File: config.mk
export PLATFORM = sky130hd
export DESIGN_NAME = tpg_pulse_gen
export DESIGN_NICKNAME = d
export VERILOG_FILES = /design/src/tpg_pkg.sv /design/src/tpg_pulse_gen.sv
export VERILOG_INCLUDE_DIRS = /design/src /design/src/src
export SDC_FILE = /design/constraint.sdc
export NUM_CORES = 1
export LEC_CHECK = 0
export BUFFER_PORTS_ARGS = -buffer_cell sky130_fd_sc_hd__buf_2
export CAP_MARGIN = 20
export CORE_MARGIN = 8
export CORE_UTILIZATION = 25
export CTS_CLUSTER_DIAMETER = 30
export CTS_CLUSTER_SIZE = 14
export DETAILED_ROUTE_END_ITERATION = 10
export PLACE_DENSITY = 0.5
export SYNTH_ARGS = -nofsm -noshare
export SYNTH_HDL_FRONTEND = slang
export SYNTH_SLANG_ARGS = --single-unit
File: constraint.sdc
create_clock -name clk_sys_i -period 3.99 [get_ports clk_sys_i]
set_clock_uncertainty 0.1 [all_clocks]
set_input_delay 0.798 -clock clk_sys_i [delete_from_list [all_inputs] [get_ports clk_sys_i]]
set_output_delay 0.798 -clock clk_sys_i [all_outputs]
set_load 0.1 [all_outputs]
File: src/tpg_cfg.svh
/*
 * Constants for the programmable pulse generator: register offsets, field
 * positions, reset values and timing counts.
 * Assumes a 50 MHz system clock and an APB bus with byte addresses.
 */
`ifndef TPG_CFG_SVH
`define TPG_CFG_SVH

`define TPG_CLK_HZ        50000000
`define TPG_MS_NS         1000000
`define TPG_CLK_NS        20
`define TPG_MS_CYC        (`TPG_MS_NS / `TPG_CLK_NS)

`define TPG_OFS_CTRL      12'h000
`define TPG_OFS_WIDTH     12'h004
`define TPG_OFS_PERIOD    12'h008
`define TPG_OFS_HOUR_OFS  12'h00C
`define TPG_OFS_MATCH     12'h010
`define TPG_OFS_DAY       12'h014
`define TPG_OFS_STATUS    12'h018

`define TPG_CTRL_POL      3
`define TPG_CTRL_DCF_MOD  4
`define TPG_CTRL_SVC      5
`define TPG_CTRL_ARM      8

`define TPG_WIDTH_RST     16'h000A
`define TPG_PERIOD_MAX    16'hEA60
`define TPG_HOUR_OFS_MAX  12'hE0F

`define TPG_SLOW_MIN_MS   16'h07D0
`define TPG_SLOW_HOUR_MS  16'h0FA0
`define TPG_SLOW_DAY_MS   16'h1770
`define TPG_DCF_ZERO_MS   16'h0064
`define TPG_DCF_ONE_MS    16'h00C8
`define TPG_DCF_MOD59_MS  16'h01F4
`define TPG_IRIG_ZERO_MS  16'h0002
`define TPG_IRIG_ONE_MS   16'h0005
`define TPG_IRIG_REF_MS   16'h0008

`endif

File: src/tpg_pkg.sv
/*
 * Types of the programmable pulse generator.
 * Numeric constants live in tpg_cfg.svh.
 */
package tpg_pkg;

  typedef enum logic [2:0] {
    TPG_MODE_OFF,
    TPG_MODE_SPP,
    TPG_MODE_PPH,
    TPG_MODE_PPD,
    TPG_MODE_SGL,
    TPG_MODE_SLOW,
    TPG_MODE_IRIG,
    TPG_MODE_DCF
  } tpg_mode_t;

endpackage

File: src/tpg_pulse_gen.sv
/*
 * Programmable pulse output generator with APB register access.
 * Assumes a disciplined timebase: pps_i is a one-cycle pulse at each second
 * start, and the time inputs describe that second and stay stable through it.
 */
`timescale 1ns/1ns
`include "tpg_cfg.svh"

// Functional notes
// - Seconds-per-pulse mode pulses every N seconds, N from 1 to 60000; N = 0 gives no pulses.
// - Hourly mode pulses at a set offset 0..3599 seconds into each hour.
// - Daily mode pulses when hour, minute, second and millisecond match.
// - Single trigger pulses when day, hour, minute, second, millisecond all match.
// - Slow code holds 2 s per minute, 4 s per hour, 6 s per day.
// - Polarity setting picks positive or negative pulses for programmable modes.
// - One mode outputs its own unmodulated IRIG-B time code.
// - Time-code mode sends a minute frame with date, time and markers.
// - Time-code frame timing comes from the disciplined timebase only.
// - Second 59 is silent, or a 0.5 s pulse in the modified variant.
// - Second 0 is the minute marker, a 0.1 s pulse.
// - Zone bits are 0.1/0.2 s in standard time, swapped in summer.
// - Leap announcement bit is a 0.2 s pulse when leap is pending.
// - An announcement bit warns of a coming standard/summer switch.
// - Second 15 carries the service-request marker bit.
// - Programmable pulses rise on time with configured period and width.
// - Single trigger fires at most once per year at its set time.
module tpg_pulse_gen (
  input  wire logic        clk_sys_i,
  input  wire logic        rstn_i,
  input  wire logic        psel_i,
  input  wire logic        penable_i,
  input  wire logic        pwrite_i,
  input  wire logic [11:0] paddr_i,
  input  wire logic [31:0] pwdata_i,
  output logic      [31:0] prdata_o,
  output logic             pready_o,
  output logic             pslverr_o,
  input  wire logic        pps_i,
  input  wire logic [5:0]  utc_sec_i,
  input  wire logic [5:0]  utc_min_i,
  input  wire logic [4:0]  utc_hour_i,
  input  wire logic [8:0]  day_of_year_i,
  input  wire logic [6:0]  year_i,
  input  wire logic [3:0]  month_i,
  input  wire logic [4:0]  mday_i,
  input  wire logic [2:0]  wday_i,
  input  wire logic        summer_time_i,
  input  wire logic        zone_change_pending_i,
  input  wire logic        leap_pending_i,
  output logic             pulse_o
);

  function automatic logic [7:0] bcd8(input logic [6:0] v);
    logic [6:0] t;
    t = v / 7'd10;
    return {t[3:0], 4'(v - 7'(t * 7'd10))};
  endfunction

  ////////////////////////////////////////////////////////////////////////////
  // Registers
  tpg_pkg::tpg_mode_t mode_cfg_r;
  tpg_pkg::tpg_mode_t mode_act_r;
  logic        pol_neg_r;
  logic        pol_act_r;
  logic        dcf_mod_r;
  logic        svc_req_r;
  logic        armed_r;
  logic [15:0] width_r;
  logic [15:0] period_r;
  logic [11:0] hour_ofs_r;
  logic [9:0]  m_ms_r;
  logic [5:0]  m_sec_r;
  logic [5:0]  m_min_r;
  logic [4:0]  m_hour_r;
  logic [8:0]  m_day_r;
  logic        out_r;

  logic        acc;
  logic        wr_en;
  logic        mapped;
  logic [31:0] rd_mux;
  logic        fire_sgl;

  assign acc   = psel_i & penable_i;
  assign wr_en = acc & pready_o & pwrite_i;

  always_comb begin
    mapped = 1'b1;
    rd_mux = 32'h0000_0000;
    case (paddr_i)
      `TPG_OFS_CTRL:     rd_mux = {26'h000_0000, svc_req_r, dcf_mod_r, pol_neg_r, mode_cfg_r};
      `TPG_OFS_WIDTH:    rd_mux = {16'h0000, width_r};
      `TPG_OFS_PERIOD:   rd_mux = {16'h0000, period_r};
      `TPG_OFS_HOUR_OFS: rd_mux = {20'h0_0000, hour_ofs_r};
      `TPG_OFS_MATCH:    rd_mux = {5'h00, m_hour_r, m_min_r, m_sec_r, m_ms_r};
      `TPG_OFS_DAY:      rd_mux = {23'h00_0000, m_day_r};
      `TPG_OFS_STATUS:   rd_mux = {27'h000_0000, out_r, armed_r, mode_act_r};
      default:           mapped = 1'b0;
    endcase
  end

  // One wait state keeps every bus output on a flip-flop
  always_ff @(posedge clk_sys_i or negedge rstn_i) begin
    if (!rstn_i) begin
      pready_o  <= 1'b0;
      pslverr_o <= 1'b0;
      prdata_o  <= 32'h0000_0000;
    end else begin
      pready_o  <= acc & ~pready_o;
      pslverr_o <= acc & ~pready_o & ~mapped;
      prdata_o  <= (acc & ~pready_o & ~pwrite_i) ? rd_mux : 32'h0000_0000;
    end
  end

  always_ff @(posedge clk_sys_i or negedge rstn_i) begin
    if (!rstn_i) begin
      mode_cfg_r <= tpg_pkg::TPG_MODE_OFF;
      pol_neg_r  <= 1'b0;
      dcf_mod_r  <= 1'b0;
      svc_req_r  <= 1'b0;
      width_r    <= `TPG_WIDTH_RST;
      period_r   <= 16'h0000;
      hour_ofs_r <= 12'h000;
      m_ms_r     <= 10'h000;
      m_sec_r    <= 6'h00;
      m_min_r    <= 6'h00;
      m_hour_r   <= 5'h00;
      m_day_r    <= 9'h000;
    end else if (wr_en) begin
      case (paddr_i)
        `TPG_OFS_CTRL: begin
          mode_cfg_r <= tpg_pkg::tpg_mode_t'(pwdata_i[2:0]);
          pol_neg_r  <= pwdata_i[`TPG_CTRL_POL];
          dcf_mod_r  <= pwdata_i[`TPG_CTRL_DCF_MOD];
          svc_req_r  <= pwdata_i[`TPG_CTRL_SVC];
        end
        `TPG_OFS_WIDTH:    width_r <= pwdata_i[15:0];
        `TPG_OFS_PERIOD:   period_r <= (pwdata_i[15:0] > `TPG_PERIOD_MAX) ? `TPG_PERIOD_MAX : pwdata_i[15:0];
        `TPG_OFS_HOUR_OFS: hour_ofs_r <= (pwdata_i[11:0] > `TPG_HOUR_OFS_MAX) ? `TPG_HOUR_OFS_MAX : pwdata_i[11:0];
        `TPG_OFS_MATCH: begin
          m_ms_r   <= pwdata_i[9:0];
          m_sec_r  <= pwdata_i[15:10];
          m_min_r  <= pwdata_i[21:16];
          m_hour_r <= pwdata_i[26:22];
        end
        `TPG_OFS_DAY:      m_day_r <= pwdata_i[8:0];
        default: ;
      endcase
    end
  end

  // arm once, disarm on firing; a new arm wins over the disarm
  always_ff @(posedge clk_sys_i or negedge rstn_i) begin
    if (!rstn_i)
      armed_r <= 1'b0;
    else
      armed_r <= (wr_en & (paddr_i == `TPG_OFS_CTRL) & pwdata_i[`TPG_CTRL_ARM]) | (armed_r & ~fire_sgl);
  end

  ////////////////////////////////////////////////////////////////////////////
  // Millisecond timebase, restarted by every second pulse
  logic [15:0] cyc_r;
  logic [9:0]  ms_r;
  logic [3:0]  slot_r;
  logic [6:0]  bit_r;
  logic        ms_edge;
  logic [9:0]  ms_now;
  logic [3:0]  slot_now;
  logic [6:0]  bit_now;

  // all code timing counts from the disciplined second
  assign ms_edge  = pps_i | (cyc_r == 16'(`TPG_MS_CYC - 1));
  assign ms_now   = pps_i ? 10'h000 : ((ms_r == 10'h3E7) ? ms_r : ms_r + 10'h001);
  assign slot_now = pps_i ? 4'h0 : ((slot_r == 4'h9) ? 4'h0 : slot_r + 4'h1);
  assign bit_now  = pps_i ? 7'h00 : ((slot_r == 4'h9) ? bit_r + 7'h01 : bit_r);

  always_ff @(posedge clk_sys_i or negedge rstn_i) begin
    if (!rstn_i) begin
      cyc_r  <= 16'h0000;
      ms_r   <= 10'h000;
      slot_r <= 4'h0;
      bit_r  <= 7'h64;
    end else begin
      cyc_r <= ms_edge ? 16'h0000 : cyc_r + 16'h0001;
      if (ms_edge) begin
        ms_r   <= ms_now;
        slot_r <= slot_now;
        bit_r  <= (bit_now > 7'h64) ? 7'h64 : bit_now;
      end
    end
  end

  ////////////////////////////////////////////////////////////////////////////
  // Mode switch and seconds-per-pulse counter
  tpg_pkg::tpg_mode_t mode_now;
  logic [15:0] spp_cnt_r;

  // new mode and polarity only at a second boundary
  assign mode_now = pps_i ? mode_cfg_r : mode_act_r;

  always_ff @(posedge clk_sys_i or negedge rstn_i) begin
    if (!rstn_i) begin
      mode_act_r <= tpg_pkg::TPG_MODE_OFF;
      pol_act_r  <= 1'b0;
    end else if (pps_i) begin
      mode_act_r <= mode_cfg_r;
      pol_act_r  <= pol_neg_r;
    end
  end

  // count seconds, pulse on count zero
  always_ff @(posedge clk_sys_i or negedge rstn_i) begin
    if (!rstn_i)
      spp_cnt_r <= 16'h0000;
    else if (pps_i) begin
      // The pps that enters the mode fires, so it must count as second zero
      if (mode_now != tpg_pkg::TPG_MODE_SPP || spp_cnt_r + 16'h0001 >= period_r)
        spp_cnt_r <= 16'h0000;
      else
        spp_cnt_r <= spp_cnt_r + 16'h0001;
    end
  end

  ////////////////////////////////////////////////////////////////////////////
  // Time-code frames
  logic [4:0]  loc_hour;
  logic [5:0]  hsum;
  logic [7:0]  bmin;
  logic [7:0]  bhour;
  logic [7:0]  bday;
  logic [7:0]  bmon;
  logic [7:0]  byear;
  logic [59:0] dcf;
  logic [99:0] irig_one;
  logic [99:0] irig_ref;
  logic [7:0]  isec;
  logic [7:0]  imin;
  logic [7:0]  ihr;
  logic [3:0]  dhun;
  logic [7:0]  dlow;

  // local zone is UTC+1 standard, UTC+2 summer
  assign hsum     = {1'b0, utc_hour_i} + (summer_time_i ? 6'd2 : 6'd1);
  assign loc_hour = (hsum >= 6'd24) ? 5'(hsum - 6'd24) : hsum[4:0];
  assign bmin     = bcd8({1'b0, utc_min_i});
  assign bhour    = bcd8({2'b00, loc_hour});
  assign bday     = bcd8({2'b00, mday_i});
  assign bmon     = bcd8({3'b000, month_i});
  assign byear    = bcd8(year_i);

  always_comb begin
    dcf        = 60'h0;
    dcf[15]    = svc_req_r;
    dcf[16]    = zone_change_pending_i;
    dcf[17]    = summer_time_i;
    dcf[18]    = ~summer_time_i;
    dcf[19]    = leap_pending_i;
    dcf[20]    = 1'b1;
    dcf[27:21] = bmin[6:0];
    dcf[34:29] = bhour[5:0];
    dcf[41:36] = bday[5:0];
    dcf[44:42] = wday_i;
    dcf[49:45] = bmon[4:0];
    dcf[57:50] = byear;
    dcf[28]    = ^dcf[27:21];
    dcf[35]    = ^dcf[34:29];
    dcf[58]    = ^dcf[57:36];
  end

  assign isec = bcd8({1'b0, utc_sec_i});
  assign imin = bcd8({1'b0, utc_min_i});
  assign ihr  = bcd8({2'b00, utc_hour_i});
  assign dhun = 4'(day_of_year_i / 9'd100);
  assign dlow = bcd8(7'(day_of_year_i - 9'(dhun * 9'd100)));

  // independent unmodulated IRIG-B frame, rebuilt each second
  always_comb begin
    irig_one        = 100'h0;
    irig_one[4:1]   = isec[3:0];
    irig_one[8:6]   = isec[6:4];
    irig_one[13:10] = imin[3:0];
    irig_one[17:15] = imin[6:4];
    irig_one[23:20] = ihr[3:0];
    irig_one[26:25] = ihr[5:4];
    irig_one[33:30] = dlow[3:0];
    irig_one[38:35] = dlow[7:4];
    irig_one[41:40] = dhun[1:0];
  end

  genvar gi;
  generate
    for (gi = 0; gi < 100; gi++) begin : g_ref
      assign irig_ref[gi] = (gi == 0) || ((gi % 10) == 9);
    end
  endgenerate

  ////////////////////////////////////////////////////////////////////////////
  // Pulse start decision
  logic        start;
  logic [15:0] start_w;
  logic        time_hit;

  assign time_hit = (utc_hour_i == m_hour_r) && (utc_min_i == m_min_r)
                 && (utc_sec_i == m_sec_r) && ms_edge && (ms_now == m_ms_r);
  assign fire_sgl = (mode_now == tpg_pkg::TPG_MODE_SGL) && armed_r && time_hit
                 && (day_of_year_i == m_day_r);

  always_comb begin
    start   = 1'b0;
    start_w = width_r;
    case (mode_now)
      tpg_pkg::TPG_MODE_SPP:
        start = pps_i && (period_r != 16'h0000) && (spp_cnt_r == 16'h0000);
      tpg_pkg::TPG_MODE_PPH:
        start = pps_i && (12'(utc_min_i * 12'd60) + {6'h00, utc_sec_i} == hour_ofs_r);
      tpg_pkg::TPG_MODE_PPD:
        start = time_hit;
      tpg_pkg::TPG_MODE_SGL:
        start = fire_sgl;
      tpg_pkg::TPG_MODE_SLOW: begin
        start = pps_i && (utc_sec_i == 6'h00);
        if (utc_min_i != 6'h00)
          start_w = `TPG_SLOW_MIN_MS;
        else if (utc_hour_i != 5'h00)
          start_w = `TPG_SLOW_HOUR_MS;
        else
          start_w = `TPG_SLOW_DAY_MS;
      end
      tpg_pkg::TPG_MODE_IRIG: begin
        start = ms_edge && (slot_now == 4'h0) && (bit_now < 7'h64);
        if (irig_ref[bit_now])
          start_w = `TPG_IRIG_REF_MS;
        else if (irig_one[bit_now])
          start_w = `TPG_IRIG_ONE_MS;
        else
          start_w = `TPG_IRIG_ZERO_MS;
      end
      tpg_pkg::TPG_MODE_DCF: begin
        if (utc_sec_i >= 6'd59) begin
          start   = pps_i && dcf_mod_r;
          start_w = `TPG_DCF_MOD59_MS;
        end else begin
          // second 0 carries a zero, the minute marker
          start   = pps_i;
          start_w = dcf[utc_sec_i] ? `TPG_DCF_ONE_MS : `TPG_DCF_ZERO_MS;
        end
      end
      default: start = 1'b0;
    endcase
  end

  ////////////////////////////////////////////////////////////////////////////
  // Pulse width counter and output
  logic [15:0] wl_r;
  logic [15:0] wl_nxt;
  logic        inv_nxt;

  always_comb begin
    wl_nxt = wl_r;
    // A mode change ends the running pulse so modes never overlap
    if (pps_i && (mode_cfg_r != mode_act_r))
      wl_nxt = 16'h0000;
    else if (ms_edge && (wl_r != 16'h0000))
      wl_nxt = wl_r - 16'h0001;
    if (start)
      wl_nxt = start_w;
  end

  // inversion for programmable pulse modes and slow code; none for IRIG, time-code or off
  assign inv_nxt = (pps_i ? pol_neg_r : pol_act_r) && (mode_now != tpg_pkg::TPG_MODE_IRIG)
                && (mode_now != tpg_pkg::TPG_MODE_DCF) && (mode_now != tpg_pkg::TPG_MODE_OFF);

  always_ff @(posedge clk_sys_i or negedge rstn_i) begin
    if (!rstn_i) begin
      wl_r  <= 16'h0000;
      out_r <= 1'b0;
    end else begin
      wl_r  <= wl_nxt;
      out_r <= (wl_nxt != 16'h0000) ^ inv_nxt;
    end
  end

  assign pulse_o = out_r;

endmodule

==> impl_metrics.env <==
export IMPL_status="finished with violations"
export IMPL_violations="setup timing"
export IMPL_drt_vias_per_instance=4.999
export IMPL_gp_congestion=0.8621
export IMPL_gr_total_overflow=0
export IMPL_root_buffer="clkbuf_16"
export IMPL_ant_nets=0
export IMPL_slowest_delay_ns=0.60
export IMPL_fin_hold_ws_ns=0.2323
export IMPL_slew_headroom=0.4644
export IMPL_power_density_mw_per_mm2=326.0
export IMPL_p_int_mw=4.305
export IMPL_min_path_type="in -> async"
export IMPL_cts_buffer_depth=2
export IMPL_drv_slew=0
export IMPL_drive_gt1_frac=0.3260
export IMPL_fin_crit_ns=6.189
export IMPL_antenna_found_initial=1
export IMPL_vias=14290
export IMPL_rsz0062_at_grt="true"
export IMPL_worst_pin_slew_ns=0.8004
export IMPL_htreeDepth=4
export IMPL_setup_viol=17
export IMPL_initial_core_util=0.2529
export IMPL_p_clk_frac=0.291
export IMPL_hold_viol=0
export IMPL_first_global_vias=14440
export IMPL_synth_edf_count=0
export IMPL_fp_coreArea_mm2=0.05913
export IMPL_ios=133
export IMPL_yosysUniqueCellTypes=87
export IMPL_postLayoutCellArea_mm2=0.02011
export IMPL_fin_nets=2269
export IMPL_syn2layout_area_growth_pct=34.47
export IMPL_cts_buffers=17
export IMPL_grt_max_degree=67
export IMPL_grt_pass1_wl_um=80800
export IMPL_r2r_worst_path_cells=19
export IMPL_dieArea_mm2=0.06790
export IMPL_cp_end_kind="flop"
export IMPL_finalCritPeriodShare=1.551
export IMPL_io_buffer_count=122
export IMPL_r2r_end="pulse_o$_DFF_PN0_"
export IMPL_post_dp_hpwl_um=39750
export IMPL_ctsHoldBuffers=0
export IMPL_track_usage=0.1476
export IMPL_cts_sinks=190
export IMPL_power_leakage_nw=9.068
export IMPL_power_switching_mw=2.251
export IMPL_n_fill_cell=6097
export IMPL_n_antenna_cell=0
export IMPL_yosys_warnings=0
export IMPL_drt_wl_total_um=50980
export IMPL_start_kind="input port"
export IMPL_worstPathRequired_ns=4.24
export IMPL_synthArstFlopShare=1.000
export IMPL_wire_per_inst_um=17.83
export IMPL_seq_area_frac_synth=0.3183
export IMPL_swShare=0.3433
export IMPL_die_x_um=260.6
export IMPL_cts_tree="done"
export IMPL_synth_flop_cell="dfrtp_1"
export IMPL_synth_area_per_cell_um2=8.865
export IMPL_insertion_delay_ns=0.45
export IMPL_ys_ff_latch=190
export IMPL_drcViolationCount=0
export IMPL_vdd_drop_max_mv=0.2252
export IMPL_slowest_stage="or4b_4"
export IMPL_syn_inst=1687
export IMPL_drtIter0Drc=1060
export IMPL_critPathMaxFanout=5
export IMPL_r2r_slack_ns=-0.11
export IMPL_crit_type="in -> reg"
export IMPL_max_freq_ghz=0.1616
export IMPL_syn_cell_area_mm2=0.01496
export IMPL_dpl_instance_area_mm2=0.01861
export IMPL_fin_ws_ns=-2.199
export IMPL_rr_startpoint="ms_r[0]$_DFFE_PN0N_"
export IMPL_pwr_share_seq=0.321
export IMPL_worstPathArrival_ns=6.44
export IMPL_dr_pass1_iters=8
export IMPL_dieHeight_um=260.6
export IMPL_drv_cap=0
export IMPL_clkTransAtPathRegs_ns=0.08
export IMPL_comb_power_share=0.388
export IMPL_num_rows=89
## worst max-delay path, delay by kind of cell
family | cells | cell delay (ns)
mux | 1 | 0.31
compound gates | 12 | 1.98
simple gates | 9 | 2.03
buf+inv | 3 | 0.25
fa+ha+maj | 3 | 0.74
xor+xnor | 2 | 0.31
## flip-flops by register name, indices dropped and copies added, names as in the netlist, 7 cells and up
register    cells
cyc_r          16
spp_cnt_r      16
bit_r           7
width_r        16
period_r       16
hour_ofs_r     12
ms_r           10
wl_r           16
prdata_o       27
m_ms_r         10
m_day_r         9
## cells in the final DEF, fill, tap and decap left out, drive strengths merged, types with 12 or more instances in the layout
cell type	n
a211oi	13
a21o	30
a21oi	80
a222oi	12
a22oi	27
a31oi	20
and2	12
and3	23
buf	443
clkbuf	19
dfrtp	185
fa	19
ha	79
inv	110
mux2	66
mux2i	24
nand2	112
nand2b	14
nand3	55
nand4	16
nor2	132
nor2b	12
nor3	54
nor4	34
o211ai	15
o21ai	102
o31ai	13
or2	15
xnor2	109
xor2	60
## what timing repair did
action | in CTS | in global routing
gates cloned | 2 | 1
endpoints found under the setup margin | 17 | 33
buffers inserted | 24 | 13
gates resized for setup | 54 | 63
pin swaps | 28 | 52
## layout make-up
class                      instances  area, µm²  area share
inverter                         104      399.1     0.01985
sequential                       190       4761      0.2367
clock buffer                      17      425.4     0.02115
multi-input combinational       1315      10110      0.5026
tap                              773      967.2     0.04809
clock inverter                    15      227.7     0.01132
timing repair buffer             445       3223      0.1603
## stage by stage
step | total power, mW | setup slack [ns] | std cells | utilization | TNS (ns)
after floorplan | 3.457 | -2.658 | 1691 | - | -19.11
after global placement | 4.279 | -2.810 | 2791 | 0.3148 | -27.02
after detailed placement | 4.322 | -2.961 | 2791 | 0.3148 | -28.03
after CTS | 6.415 | -2.252 | 2847 | 0.3331 | -18.52
after global routing | 6.940 | -2.491 | 2859 | 0.3401 | -21.97
final | 6.556 | -2.199 | 2859 | 0.3401 | -18.62
## per-layer routing
metal	part of all wire	GRT usage	up-vias	wire (µm)
li1	-	-	6896	-
met1	0.48	0.2065	7011	24220
met2	0.45	0.2365	338	23080
met3	0.058	0.02897	45	2974
met4	0.013	0.02561	2	683
met5	0.00026	0	-	13
## cells by family (layout without fill, tap and decap cells)
kind of cell / count (synthesis) / count (layout) / synth area share
AOI/OAI and AO/OA: 414 / 414 / 0.1866
xor gates and xnor gates: 170 / 170 / 0.1017
adders and majority gates: 98 / 98 / 0.09152
muxes: 93 / 93 / 0.07027
other: 1 / 5 / 0.0002507
and+or+nand+nor: 535 / 535 / 0.1824
buffers and inverters: 186 / 581 / 0.04886
DFF: 190 / 190 / 0.3183
## cell usage after synthesis, drive strengths merged (7+ instances only)
| cell | count | share of area |
|---|---|---|
| a31oi | 20 | 0.0084 |
| nor3b | 10 | 0.0050 |
| o21ai | 102 | 0.035 |
| inv | 102 | 0.026 |
| nand2 | 112 | 0.028 |
| a21o | 30 | 0.015 |
| xnor2 | 109 | 0.064 |
| o22ai | 10 | 0.0042 |
| nor2b | 12 | 0.0050 |
| nand4 | 16 | 0.0067 |
| nor4 | 34 | 0.015 |
| buf | 15 | 0.0059 |
| xor2 | 60 | 0.036 |
| nor2 | 132 | 0.033 |
| a22o | 9 | 0.0053 |
| and2 | 12 | 0.0050 |
| a41oi | 7 | 0.0041 |
| nand3 | 55 | 0.018 |
| or2 | 15 | 0.0063 |
| nor4b | 7 | 0.0041 |
| and3 | 23 | 0.0096 |
| a21oi | 80 | 0.027 |
| a22oi | 27 | 0.014 |
| a211oi | 13 | 0.0069 |
| o211ai | 15 | 0.0079 |
| or3 | 9 | 0.0038 |
| nor3 | 54 | 0.018 |
| o21a | 8 | 0.0040 |
| mux2i | 24 | 0.016 |
| mux2 | 66 | 0.050 |
| o31ai | 13 | 0.0069 |
| fa | 19 | 0.025 |
| clkbuf | 67 | 0.017 |
| a222oi | 12 | 0.0080 |
| ha | 79 | 0.066 |
| nand2b | 14 | 0.0059 |
| dfrtp | 185 | 0.31 |
## worst max path at each step
stage	start	endpoint	cells after the start
6_report	day_of_year_i[3]	wl_r[2]$_DFF_PN0_	30
3_5_place_dp	day_of_year_i[4]	wl_r[2]$_DFF_PN0_	33
4_1_cts	day_of_year_i[3]	wl_r[2]$_DFF_PN0_	30
3_3_place_gp	day_of_year_i[5]	wl_r[2]$_DFF_PN0_	31
5_1_grt	day_of_year_i[3]	wl_r[2]$_DFF_PN0_	30
2_1_floorplan	day_of_year_i[6]	wl_r[2]$_DFF_PN0_	29
## power by group through the flow
stage	Sequential [mW]	Combinational (mW)	Clock, mW
detailed placement	2.13	2.19	0
global placement	2.13	2.15	0
CTS	2.10	2.37	1.94
global route	2.12	2.80	2.03
floorplan	2.12	1.34	0
finish	2.10	2.55	1.91
(Power assumes the default switching activity.)
